[src/tmc_regs.vh]
// Purpose: shared constants for the timing controller
// Assumes: 16-bit internal registers, 8-bit command codes
// Notes: internal locations are picked by the data pointer
`ifndef TMC_REGS_VH
`define TMC_REGS_VH

// master mode bit positions
`define TMC_MM_FOG 12
`define TMC_MM_BUS16 13
`define TMC_MM_SEQDIS 14
`define TMC_MM_DEC 15
`define TMC_MM_RESET 16'h0000

// counter mode fields
`define TMC_CM_GC_HI 15
`define TMC_CM_GC_LO 13
`define TMC_CM_SRC_HI 10
`define TMC_CM_SRC_LO 8
`define TMC_CM_SG 7
`define TMC_CM_RS 6
`define TMC_CM_REP 5
`define TMC_CM_RESET 16'h0000

// data pointer: group in [4:2], element in [1:0]
`define TMC_GRP_MASTER 3'h7
`define TMC_EL_MODE 2'h0
`define TMC_EL_LOAD 2'h1
`define TMC_EL_HOLD 2'h2
`define TMC_PTR_RESET 5'h00

// command codes, control port low byte
`define TMC_CMD_PTR 3'h0
`define TMC_CMD_ARM 3'h1
`define TMC_CMD_DISARM 3'h2
`define TMC_CMD_LOAD 3'h3
`define TMC_CMD_SET_FOG 8'he1
`define TMC_CMD_CLR_FOG 8'he9
`define TMC_CMD_SET_BUS16 8'he2
`define TMC_CMD_CLR_BUS16 8'hea
`define TMC_CMD_SET_SEQDIS 8'he3
`define TMC_CMD_CLR_SEQDIS 8'heb
`define TMC_CMD_MRESET 8'hff

// scaler ratios per tap step
`define TMC_BIN_MAX 4'hf
`define TMC_DEC_MAX 4'h9

`endif

[src/tmc_scaler.v]
// Purpose: tapped frequency scaler, binary or decimal steps
// Assumes: tap 0 is the oscillator rate (every cycle)
// Notes: taps are one-cycle enable pulses
`timescale 1ns/1ps
`include "tmc_regs.vh"
module tmc_scaler #(
  parameter DIGITS = 4
) (
  // clock and reset
  input wire clk,
  input wire rst,
  // ratio select
  input wire dec_sel,
  // tap enables
  output wire [DIGITS:0] tap_en
);
  wire [3:0] dig_max;
  wire [DIGITS:0] carry;
  assign dig_max = dec_sel ? `TMC_DEC_MAX : `TMC_BIN_MAX; // RL12 RL13
  assign carry[0] = 1'b1;
  assign tap_en = carry;
  genvar i;
  generate
    for (i = 0; i < DIGITS; i = i + 1) begin : g_dig
      reg [3:0] dig_q;
      assign carry[i+1] = carry[i] & (dig_q >= dig_max);
      always @(posedge clk or posedge rst) begin
        if (rst) begin
          dig_q <= 4'h0;
        end else if (carry[i]) begin
          // wrap at the step ratio, 16 binary or 10 decimal
          if (dig_q >= dig_max) begin
            dig_q <= 4'h0; // RL12 RL13
          end else begin
            dig_q <= dig_q + 4'h1;
          end
        end
      end
    end
  endgenerate
endmodule

[src/tmc_counter.v]
// Purpose: one general down counter with mode A to L control
// Assumes: gate is already synchronised and ANDed with its aux gate
// Notes: special gate bit ignored; modes M to X not handled
`timescale 1ns/1ps
`include "tmc_regs.vh"
module tmc_counter (
  // clock and reset
  input wire clk,
  input wire rst,
  // count source and gate
  input wire src_en,
  input wire gate,
  // software strobes
  input wire arm,
  input wire disarm,
  input wire load_now,
  // configuration
  input wire [15:0] mode,
  input wire [15:0] load_val,
  input wire [15:0] hold_val,
  // state
  output reg [15:0] cnt_q,
  output reg tc_q,
  output reg armed_q
);
  wire [2:0] gc;
  wire rs;
  wire rep;
  wire gate_act;
  wire edge_mode;
  wire level_mode;
  wire gate_ok;
  wire go;
  reg gate_d_q;
  reg run_q;
  reg alt_q;
  reg stop_pend_q;
  reg disarm_pend_q;

  assign gc = mode[`TMC_CM_GC_HI:`TMC_CM_GC_LO];
  assign rs = mode[`TMC_CM_RS];
  assign rep = mode[`TMC_CM_REP];
  assign gate_act = gc[0] ? ~gate : gate;
  assign edge_mode = (gc[2:1] == 2'b11);
  assign level_mode = (gc != 3'h0) && !edge_mode;
  // gate qualification per mode
  assign gate_ok = (gc == 3'h0) ? 1'b1 : // RL19
                   level_mode ? gate_act : // RL20
                   run_q; // RL21 RL22
  // in terminal count the counter always moves
  assign go = src_en & (tc_q | (armed_q & gate_ok)); // RL24

  always @(posedge clk or posedge rst) begin
    if (rst) begin
      cnt_q <= 16'h0000;
      tc_q <= 1'b0;
      armed_q <= 1'b0;
      gate_d_q <= 1'b0;
      run_q <= 1'b0;
      alt_q <= 1'b0;
      stop_pend_q <= 1'b0;
      disarm_pend_q <= 1'b0;
    end else begin
      gate_d_q <= gate_act;
      if (edge_mode && gate_act && !gate_d_q) begin
        run_q <= 1'b1; // RL21 RL22
      end
      if (load_now) begin
        cnt_q <= load_val;
        alt_q <= 1'b0;
        tc_q <= 1'b0;
      end else if (go) begin
        if (tc_q) begin
          // stop or disarm only once leaving terminal count
          cnt_q <= cnt_q - 16'h0001;
          tc_q <= 1'b0;
          stop_pend_q <= 1'b0;
          disarm_pend_q <= 1'b0;
          if (stop_pend_q) begin
            run_q <= 1'b0; // RL24
          end
          if (disarm_pend_q) begin
            armed_q <= 1'b0; // RL24
          end
        end else if (cnt_q == 16'h0001) begin
          tc_q <= 1'b1;
          if (rs && !alt_q) begin
            cnt_q <= hold_val; // RL15
            alt_q <= 1'b1;
          end else begin
            cnt_q <= load_val; // RL14 RL15
            alt_q <= 1'b0;
          end
          // first terminal count, or second when alternating
          stop_pend_q <= !rs || alt_q; // RL21 RL22
          disarm_pend_q <= !rep && (!rs || alt_q); // RL16 RL17 RL18
        end else begin
          cnt_q <= cnt_q - 16'h0001;
        end
      end
      if (arm) begin
        armed_q <= 1'b1;
      end else if (disarm) begin
        armed_q <= 1'b0;
      end
    end
  end
endmodule

[src/tmc_top.v]
// Purpose: master mode and counter mode control of a five counter timer
// Assumes: host strobes are one-cycle pulses on CORE_CLK
// Notes: gate pins and aux gate lines pass a two stage synchroniser
// How it works
// RL1 - gate bit set forces frequency output low, driven.
// RL2 - set and clear commands change gate bit alone; master writes too.
// RL3 - after reset the frequency output is gated on.
// RL4 - wide bus moves whole words; byte pointer stays set.
// RL5 - narrow bus moves two bytes on low lines; pointer toggles.
// RL6 - narrow bus uses upper lines eight to twelve as aux gates.
// RL7 - effective gate is normal gate ANDed with aux gate.
// RL8 - host holds lines thirteen to fifteen high in narrow mode.
// RL9 - sequencing disabled: pointer changes only by pointer command.
// RL10 - sequencing enabled: pointer advances after each word, except in the master group, where it stays.
// RL11 - sequencing bit written via master mode or set/clear commands.
// RL12 - binary scaler taps divide by sixteen per step.
// RL13 - decimal scaler taps divide by ten per step.
// RL14 - modes A to F reload from load register each terminal count.
// RL15 - modes G to L alternate reload between load and hold.
// RL16 - modes A, B, C count to terminal count once, then disarm.
// RL17 - modes G, H, I reach terminal count twice, then disarm.
// RL18 - repetition set: count repeatedly and never disarm.
// RL19 - gate field zero: gate has no effect.
// RL20 - level gate: count only while gate is active.
// RL21 - edge gate, single reload: start on edge, stop at next count end.
// RL22 - edge gate, alternating: start on edge, stop at second count end.
// RL23 - reset or master reset command clears master mode to zero.
// RL24 - terminal count state always counts; stop only after it ends.
`timescale 1ns/1ps
`include "tmc_regs.vh"
module tmc_top #(
  parameter NCNT = 5
) (
  // clock and reset
  input wire CORE_CLK,
  input wire RST,
  // host strobes
  input wire CTRL_SEL,
  input wire WR_STB,
  input wire RD_STB,
  // data bus
  input wire [15:0] DB_IN,
  output reg [15:0] DB_OUT,
  output reg DB_OE,
  // counter gates
  input wire [4:0] GATE_IN,
  // counter state
  output reg [4:0] CNT_TC,
  // frequency output
  output reg FREQ_OUT,
  output wire FREQ_OUT_OE
);
  reg [15:0] mm_q;
  reg [15:0] cm_q [0:NCNT-1];
  reg [15:0] load_q [0:NCNT-1];
  reg [15:0] hold_q [0:NCNT-1];
  reg [4:0] ptr_q;
  reg bptr_q;
  reg [7:0] lo_q;
  reg [4:0] gate_s1_q;
  reg [4:0] gate_s2_q;
  reg [4:0] aux_s1_q;
  reg [4:0] aux_s2_q;
  reg [15:0] rd_word;
  reg [4:0] ptr_nx;
  wire bus16;
  wire seq_dis;
  wire cmd_wr;
  wire dat_wr;
  wire dat_rd;
  wire word_wr;
  wire word_rd;
  wire [15:0] wr_word;
  wire [2:0] grp;
  wire [1:0] el;
  wire [4:0] tap_en;
  wire [4:0] tc_w;
  wire [4:0] cnt_arm;
  wire [4:0] cnt_disarm;
  wire [4:0] cnt_load;
  wire [7:0] status;
  integer k;

  assign bus16 = mm_q[`TMC_MM_BUS16];
  assign seq_dis = mm_q[`TMC_MM_SEQDIS];
  assign cmd_wr = WR_STB & CTRL_SEL;
  assign dat_wr = WR_STB & ~CTRL_SEL;
  assign dat_rd = RD_STB & ~CTRL_SEL;
  // a word completes on the second byte in narrow mode
  assign word_wr = dat_wr & (bus16 | ~bptr_q); // RL4 RL5
  assign word_rd = dat_rd & (bus16 | ~bptr_q); // RL4 RL5
  assign wr_word = bus16 ? DB_IN : {DB_IN[7:0], lo_q}; // RL4 RL5
  assign grp = ptr_q[4:2];
  assign el = ptr_q[1:0];
  assign status = {2'b00, tc_w, bptr_q};
  assign FREQ_OUT_OE = 1'b1; // RL1

  // counter commands carry a counter mask in the low five bits
  assign cnt_arm = (cmd_wr && DB_IN[7:5] == `TMC_CMD_ARM) ? DB_IN[4:0] : 5'h00;
  assign cnt_disarm = (cmd_wr && DB_IN[7:5] == `TMC_CMD_DISARM) ? DB_IN[4:0] : 5'h00;
  assign cnt_load = (cmd_wr && DB_IN[7:5] == `TMC_CMD_LOAD) ? DB_IN[4:0] : 5'h00;

  // read mux and pointer sequencing
  always @* begin
    rd_word = 16'h0000;
    if (grp == `TMC_GRP_MASTER) begin
      rd_word = mm_q;
    end else if (grp < NCNT) begin
      case (el)
        `TMC_EL_MODE: rd_word = cm_q[grp];
        `TMC_EL_LOAD: rd_word = load_q[grp];
        `TMC_EL_HOLD: rd_word = hold_q[grp];
        default: rd_word = 16'h0000;
      endcase
    end
    ptr_nx = ptr_q;
    if (grp != `TMC_GRP_MASTER) begin
      if (el >= `TMC_EL_HOLD) begin
        ptr_nx = {((grp >= NCNT - 1) ? 3'h0 : grp + 3'h1), `TMC_EL_MODE}; // RL10
      end else begin
        ptr_nx = {grp, el + 2'h1}; // RL10
      end
    end
  end

  // gate synchronisers
  always @(posedge CORE_CLK or posedge RST) begin
    if (RST) begin
      gate_s1_q <= 5'h00;
      gate_s2_q <= 5'h00;
      aux_s1_q <= 5'h00;
      aux_s2_q <= 5'h00;
    end else begin
      gate_s1_q <= GATE_IN;
      gate_s2_q <= gate_s1_q;
      aux_s1_q <= DB_IN[12:8]; // RL6
      aux_s2_q <= aux_s1_q;
    end
  end

  // host register file, pointer and commands
  always @(posedge CORE_CLK or posedge RST) begin
    if (RST) begin
      mm_q <= `TMC_MM_RESET; // RL3 RL23
      ptr_q <= `TMC_PTR_RESET;
      bptr_q <= 1'b1;
      lo_q <= 8'h00;
      DB_OUT <= 16'h0000;
      DB_OE <= 1'b0;
      for (k = 0; k < NCNT; k = k + 1) begin
        cm_q[k] <= `TMC_CM_RESET;
        load_q[k] <= 16'h0000;
        hold_q[k] <= 16'h0000;
      end
    end else begin
      DB_OE <= RD_STB;
      if (cmd_wr) begin
        if (DB_IN[7:5] == `TMC_CMD_PTR) begin
          ptr_q <= DB_IN[4:0]; // RL9
          bptr_q <= 1'b1;
        end
        case (DB_IN[7:0])
          `TMC_CMD_SET_FOG: mm_q[`TMC_MM_FOG] <= 1'b1; // RL2
          `TMC_CMD_CLR_FOG: mm_q[`TMC_MM_FOG] <= 1'b0; // RL2
          `TMC_CMD_SET_BUS16: mm_q[`TMC_MM_BUS16] <= 1'b1;
          `TMC_CMD_CLR_BUS16: mm_q[`TMC_MM_BUS16] <= 1'b0;
          `TMC_CMD_SET_SEQDIS: mm_q[`TMC_MM_SEQDIS] <= 1'b1; // RL11
          `TMC_CMD_CLR_SEQDIS: mm_q[`TMC_MM_SEQDIS] <= 1'b0; // RL11
          `TMC_CMD_MRESET: begin
            mm_q <= `TMC_MM_RESET; // RL23
            bptr_q <= 1'b1;
          end
          default: begin
          end
        endcase
      end else if (dat_wr) begin
        if (!word_wr) begin
          lo_q <= DB_IN[7:0];
          bptr_q <= 1'b0; // RL5
        end else begin
          bptr_q <= 1'b1; // RL4 RL5
          if (!seq_dis) begin
            ptr_q <= ptr_nx; // RL9 RL10
          end
          if (grp == `TMC_GRP_MASTER) begin
            mm_q <= wr_word; // RL2 RL11
          end else if (grp < NCNT) begin
            case (el)
              `TMC_EL_MODE: cm_q[grp] <= wr_word;
              `TMC_EL_LOAD: load_q[grp] <= wr_word;
              `TMC_EL_HOLD: hold_q[grp] <= wr_word;
              default: begin
              end
            endcase
          end
        end
      end else if (RD_STB) begin
        if (CTRL_SEL) begin
          DB_OUT <= {8'h00, status};
        end else if (bus16) begin
          DB_OUT <= rd_word; // RL4
          if (!seq_dis) begin
            ptr_q <= ptr_nx; // RL10
          end
        end else if (bptr_q) begin
          DB_OUT <= {8'h00, rd_word[7:0]}; // RL5
          bptr_q <= 1'b0;
        end else begin
          DB_OUT <= {8'h00, rd_word[15:8]}; // RL5
          bptr_q <= 1'b1;
          if (!seq_dis) begin
            ptr_q <= ptr_nx; // RL10
          end
        end
      end
      if (bus16) begin
        bptr_q <= 1'b1; // RL4
      end
    end
  end

  // frequency output, gated low by master mode
  always @(posedge CORE_CLK or posedge RST) begin
    if (RST) begin
      FREQ_OUT <= 1'b0;
      CNT_TC <= 5'h00;
    end else begin
      CNT_TC <= tc_w;
      if (mm_q[`TMC_MM_FOG]) begin
        FREQ_OUT <= 1'b0; // RL1
      end else if (tap_en[1]) begin
        FREQ_OUT <= ~FREQ_OUT; // RL3
      end
    end
  end

  tmc_scaler #(
    .DIGITS(4)
  ) u_scaler (
    .clk(CORE_CLK),
    .rst(RST),
    .dec_sel(mm_q[`TMC_MM_DEC]),
    .tap_en(tap_en)
  );

  genvar g;
  generate
    for (g = 0; g < NCNT; g = g + 1) begin : g_cnt
      wire [2:0] src_sel;
      wire src_en;
      wire gate_eff;
      assign src_sel = cm_q[g][`TMC_CM_SRC_HI:`TMC_CM_SRC_LO];
      assign src_en = (src_sel < 3'h5) ? tap_en[src_sel] : tap_en[0];
      // aux gate only counts while the bus is narrow
      assign gate_eff = gate_s2_q[g] & (bus16 | aux_s2_q[g]); // RL6 RL7
      tmc_counter u_cnt (
        .clk(CORE_CLK),
        .rst(RST),
        .src_en(src_en),
        .gate(gate_eff),
        .arm(cnt_arm[g]),
        .disarm(cnt_disarm[g]),
        .load_now(cnt_load[g]),
        .mode(cm_q[g]),
        .load_val(load_q[g]),
        .hold_val(hold_q[g]),
        .cnt_q(),
        .tc_q(tc_w[g]),
        .armed_q()
      );
    end
  endgenerate
endmodule

[config.mk]
export PLATFORM = sky130hd
export DESIGN_NAME = tmc_top
export DESIGN_NICKNAME = d
export VERILOG_FILES = /design/src/tmc_scaler.v /design/src/tmc_counter.v /design/src/tmc_top.v
export VERILOG_INCLUDE_DIRS = /design/src
export SDC_FILE = /design/constraint.sdc
export NUM_CORES = 1
export LEC_CHECK = 0
export ABC_AREA = 1
export BUFFER_PORTS_ARGS = -buffer_cell sky130_fd_sc_hd__buf_2
export CELL_PAD_IN_SITES_DETAIL_PLACEMENT = 0
export CELL_PAD_IN_SITES_GLOBAL_PLACEMENT = 1
export CORE_MARGIN = 2
export CORE_UTILIZATION = 42
export DETAILED_ROUTE_END_ITERATION = 10
export GPL_TIMING_DRIVEN = 0
export MAX_ROUTING_LAYER = met4
export PLACE_DENSITY = 0.79
export SYNTH_ARGS = -nofsm -noshare
export SYNTH_HDL_FRONTEND = slang
export SYNTH_HIERARCHICAL = 1
export SYNTH_SLANG_ARGS = --single-unit
[constraint.sdc]
create_clock -name CORE_CLK -period 10.33 [get_ports CORE_CLK]
set_input_delay 2.066 -clock CORE_CLK [delete_from_list [all_inputs] [get_ports CORE_CLK]]
set_output_delay 2.066 -clock CORE_CLK [all_outputs]
set_load 0.02 [all_outputs]
; Word level (Yosys, flattened, before mapping)
; Index checks and enable logic that the tools add are counted.
[word_totals]
elab_cells = 570
latch_bits = 0
romBits = 0
ram_bits = 0
register_bits = 444
output_inout_bits = 24
in_bits = 26
n_memories = 0
[classes]
order_cmp = 19
add_sub_neg = 11
muxes = 236
n_mul = 0
eq_ne = 44
bitwise = 50
n_reduce_logical = 136
div_mod_pow = 0
shift = 0
[op_table]
columns = cell, count
row1 = $mux W16, 41
row2 = $bwmux W80, 3
row3 = $mux W1, 157
row4 = $bmux W16 S3, 3
row5 = $eq A16 B1 Y1 const B, 5
row6 = $sub A16 B1 Y16 const B, 5
row7 = $mux W5, 14
row8 = $reduce_bool A3 Y1, 21
row9 = $eq A8 B8 Y1 const B, 7
row10 = $demux W16 S3, 1
row11 = $pmux W16 S3, 1
row12 = $reduce_and A3 Y1, 13
row13 = $reduce_bool A2 Y1, 19
row14 = $reduce_and A4 Y1, 9
row15 = $logic_and A1 B1 Y1, 29
row16 = $logic_not A1 Y1, 25
row17 = $and A1 B1 Y1, 21
row18 = $lt A3 B4 Y1 const B, 5
row19 = $logic_not A3 Y1, 6
row20 = $lt A3 B3 Y1 const B, 6
row21 = $ne A3 B3 Y1 const B, 6
row22 = $reduce_and A6 Y1, 3
row23 = $not A1 Y1, 17
row24 = $add A4 B1 Y4 const B, 4
row25 = 31 further kinds, 75

; Depth between registers and ports, before layout
[logic_depth]
word_depth = 13
mapped_depth = 18
ltp_nobuf = 16

; Cells and area by module
; The synthesis kept the hierarchy.
[by_module_without_submodules]
columns = mod, seq_area_each_um2, area_each_um2, instances, cells_per_inst
row1 = tmc_top, 7833.8, 14910.6, 1, 1877
row2 = tmc_counter, 575.6, 2059.5, 5, 342
row3 = tmc_scaler, 400.4, 1074.8, 1, 133

; Worst setup path before layout
; No wires, ideal clock.
[synth_path]
path_kind = input-to-reg
startpoint = in CTRL_SEL
endpoint = reg g_cnt[0].u_cnt.cnt_q[3]
t_arrival_ns = 3.732
required_ns = 10.209
setup_ns = 0.121
path_slack_ns = 6.477
n_path_buf = 3
cell_stages = 12
cell_sequence = nand2_1 > inv_1 > clkbuf_1 > nand4_1 > nor2_1 > buf_2 > clkinv_1 > nand2_2 > inv_2 > buf_6 > nand2_1 > nand3_2
[synth_via]
elab_chain_cells = 4
word_cells_on_any_way = 5
cone_classes = mux (2) / bitwise (1) / reduce/logical (2)
[synth_lines]
columns = item, line
row1 = from (decl), tmc_top.v:38  ; input wire CTRL_SEL,
row2 = $and A1 B1 Y1 (*), tmc_top.v:86  ; assign cmd_wr = WR_STB & CTRL_SEL;
row3 = $logic_and A1 B1 Y1 (no source line) (*), -
row4 = $mux W5 (*), tmc_top.v:101  ; assign cnt_load = (cmd_wr && DB_IN[7:5] == `TMC_CMD_LOAD) ? DB_IN[4:0] : 5'h00;
row5 = via cnt_load[0], tmc_top.v:80  ; wire [4:0] cnt_load;
row6 = $mux W16 or $reduce_bool A2 Y1 (tied branches), -
row7 = to (signal assigned), tmc_counter.v:69  ; cnt_q <= load_val;
row8 = to (signal assigned), tmc_counter.v:75  ; cnt_q <= cnt_q - 16'h0001;
row9 = to (signal assigned), tmc_counter.v:88  ; cnt_q <= hold_val;
row10 = to (decl), tmc_counter.v:22  ; output reg [15:0] cnt_q,
; Mark *: on every way through the listed nets, which the timed path passes. The rest lies on a longest branch.
; A chain may end at the register's enable or synchronous reset.

; Worst setup path after layout
[layout_path]
startpoint = in WR_STB
endpoint = reg g_cnt[0].u_cnt.cnt_q[3]
[layout_via]
elab_chain_cells = 4
word_cells_on_any_way = 5
cone_classes = mux (2) / bitwise (1) / reduce/logical (2)
[layout_lines]
columns = item, line
row1 = from (decl), tmc_top.v:39  ; input wire WR_STB,
row2 = $and A1 B1 Y1 (*), tmc_top.v:86
row3 = $logic_and A1 B1 Y1 (no source line) (*), -
row4 = $mux W5 (*), tmc_top.v:101
row5 = via cnt_load[0], tmc_top.v:80
row6 = $mux W16 or $reduce_bool A2 Y1 (tied branches), -
; Marks and branches as above.

==> reports/metrics.yaml <==
setup_path:
  regToRegSetupSlack_ns: 6.30
  crit_fanout: 10
  endpoint_kind: "flip-flop"
  path_class: "primary input to flip-flop"
  worst_ep_arrival_time_ns: 5.64
  r2r_cells: 15
  worstReg2RegStart: "mm_q[15]"
  critical_path_required_ns: 10.82
  start_kind: "primary input"
  rr_endpoint: "g_cnt[3].u_cnt/cnt_q[14]"
synth:
  synth.avg_cell_area_sq_um: 7.07
  synth_area_sq_mm: 0.0263
  syn_inst: 3720
  ys.flop_type: "dfrtp_1"
  async_flop_share_pct: 100
  syn_nets: 3769
  synth.distinct_cells: 52
  ys_seq_elements: 444
  synth_top_area_share_pct: 42.2
  synth_seq_area_share_pct: 42.3
  synth_common_cells: "nand2_1 (1474), dfrtp_1 (443), inv_1 (324), nand3_1 (324), o21ai_0 (292)"
  synth_warnings: 6
  synthMostInstantiatedCell: "nand2_1"
  synth_edf_count: 0
  synthTopCellsByArea: "dfrtp_1 (42%), nand2_1 (21%), nand3_1 (6.2%)"
  yosysTopAreaCell: "dfrtp_1"
floorplanning:
  die_area_sq_mm: 0.0646
  die_x_microns: 254
  die_y_microns: 254
  ios: 50
  rows: 91
  core_sq_mm: 0.0618
  initial_utilization_pct: 42.5
timing:
  skew_ns: 0.0292
  relSlewSlack_pct: 4.90
  fmax_mhz: 194
  finalMaxSlewViolations: 0
  timing.final.crit_period_ns: 5.15
  period_share_pct: 49.9
  fin_setup_tns_ns: 0
  tightestPinTransition_ns: 1.41
  finalSetupViolCount: 0
  hold_viol_final: 0
  rsz0062_at_grt: "false"
global_route:
  use_met1_pct: 48.9
  antenna_found_initial: 4
  grt_pass1_wl_mm: 161
  grt.total_usage_pct: 35.2
  grt-ovfl-total: 0
  grt_use_met2_pct: 50.1
  use_met3_pct: 6.48
  grt_busiest_layer: "met2"
  grt_max_degree: 42
  grt_pass1_vias: 23853
clocking:
  cts.sinks: 444
  cts_resized: 0
  cts_hold_buf: 0
  cts_buffers: 52
  clk_latency_ns: 0.63
  cts_buffer_depth: 3
  cts_tree: "built"
  clockRootBuffer: "clkbuf_16"
  cts.clk_slew.worst_paths_ns: 0.06
  cts_setup_buffers: 0
  htreeDepth: 2
power_and_ir_drop:
  power.leakage_nw: 14.7
  vdd_drop_max_mv: 0.151
  powerDensity_mw_per_mm2: 321
layout:
  areaGrowthSynthToFinish_pct: 12.1
  drive_gt1_share_pct: 10.8
  nets: 3880
  final_cell_count_no_fill: 4712
  final_util_pct: 47.6
detailed_routing:
  drtIter0Drc: 2764
  viasPerCell: 5.47
  wl_per_cell_microns: 23.2
  route.detailed.drc: 0
  ant_nets: 0
  first_pass_iters: 7
  num_vias: 25777
  drt_wl_total_mm: 109
placement:
  dp_hpwl_mm: 83.5
  dp.cells: 4614
  globalplace.congestion: 1.11
  io_buffers: 48
worst_hold_path:
  min_from: "gate_s1_q[0]"
  holdPathEnd: "gate_s2_q[0]"
  min_path_cells: 0
  hold_path.class: "flip-flop to flip-flop"
outcome:
  status: "finished, final reports clean"
run:
  drv_cap: 0
[through the flow]
step	worst slack (ns)	hold slack (ns)	power, mW	area (sq um)
final	5.18	0.351	9.45	29500
after global routing	5.14	0.354	9.97	29500
after CTS	5.47	0.351	9.32	29400
after detailed placement	4.83	0.336	7.45	27700
after global placement	1.47	0.332	7.42	27600
after floorplan	4.10	0.331	5.71	26300
[layout make-up]
cell class | count | area (sq um)
Inverter | 363 | 1370
Fill cell | 6459 | 32400
Timing Repair Buffer | 57 | 415
Buffer | 161 | 888
Antenna cell | 2 | 5.00
Tap cell | 837 | 1050
Sequential cell | 444 | 11100
Multi-Input combinational cell | 2752 | 12900
Clock buffer | 78 | 1560
Clock inverter | 18 | 139
[cell usage in the layout, fill, tap and decap left out, drive strengths merged, types with 20 or more instances in the layout]
cell type / netlist / layout
a21oi: 52 / 52
clkinv: 10 / 23
nand2: 1520 / 1520
clkbuf: 73 / 151
nor3: 20 / 20
nand3: 340 / 340
nor2: 255 / 255
dfrtp: 443 / 443
o21ai: 333 / 333
o21a: 34 / 34
inv: 353 / 354
buf: 88 / 145
nand4: 57 / 57
ha: 23 / 23
or2: 22 / 22
[logic make-up (layout without fill, tap and decap cells)]
group	count (synthesis)	after routing	share of synthesized area, %
other	2	4	0.0286
and+or+nand+nor	2226	2226	37.0
buffers and inverters	524	677	8.56
adders and majority gates	23	23	1.09
DFF	444	444	42.3
AOI/OAI and AO/OA	464	464	9.79
xor gates and xnor gates	36	36	1.20
muxes	1	1	0.0381
[critical path, cell delays in order]
cell and delay [ns]:
buf_2 0.13, nand2_1 0.07, inv_1 0.13, clkbuf_1 0.38, nand4_1 1.01, nor2_1 0.53, buf_2 0.32, clkinv_1 0.28
nand2_2 0.29, inv_2 0.11, buf_6 0.16, nand2_1 0.08, nand3_2 0.06
[per-layer routing]
layer	wire [microns]	vias to the layer above
met5	0	-
met4	5390	0
met3	10200	230
met2	46000	1150
met1	47800	12361
li1	-	12036
[state kept, by name (all words and copies together) (netlist names), 8 cells and up]
signal,flops
lo_q,8
mm_q,16
g_cnt.u_cnt/cnt_q,80
DB_OUT,16
u_scaler/g_dig.dig_q,16
hold_q,80
cm_q,80
load_q,80
[power by group]
group	switching, mW	internal, mW
sequential	0.746	2.34
clock	0.792	1.07
combinational	3.17	1.33
total	4.70	4.74
[how the worst max path moves through the flow]
stage	from	endpoint	slack, ns	depth (start not counted)
2_1_floorplan	RST	CNT_TC[0]	4.10	1
3_3_place_gp	RST	gate_s1_q[3]	1.47	2
3_5_place_dp	WR_STB	g_cnt[0].u_cnt/cnt_q[14]	4.83	13
4_1_cts	WR_STB	g_cnt[0].u_cnt/cnt_q[3]	5.47	13
5_1_grt	WR_STB	g_cnt[0].u_cnt/cnt_q[1]	5.14	13
6_report	WR_STB	g_cnt[0].u_cnt/cnt_q[3]	5.18	13
No activity file was read; power rests on OpenSTA's default activity.
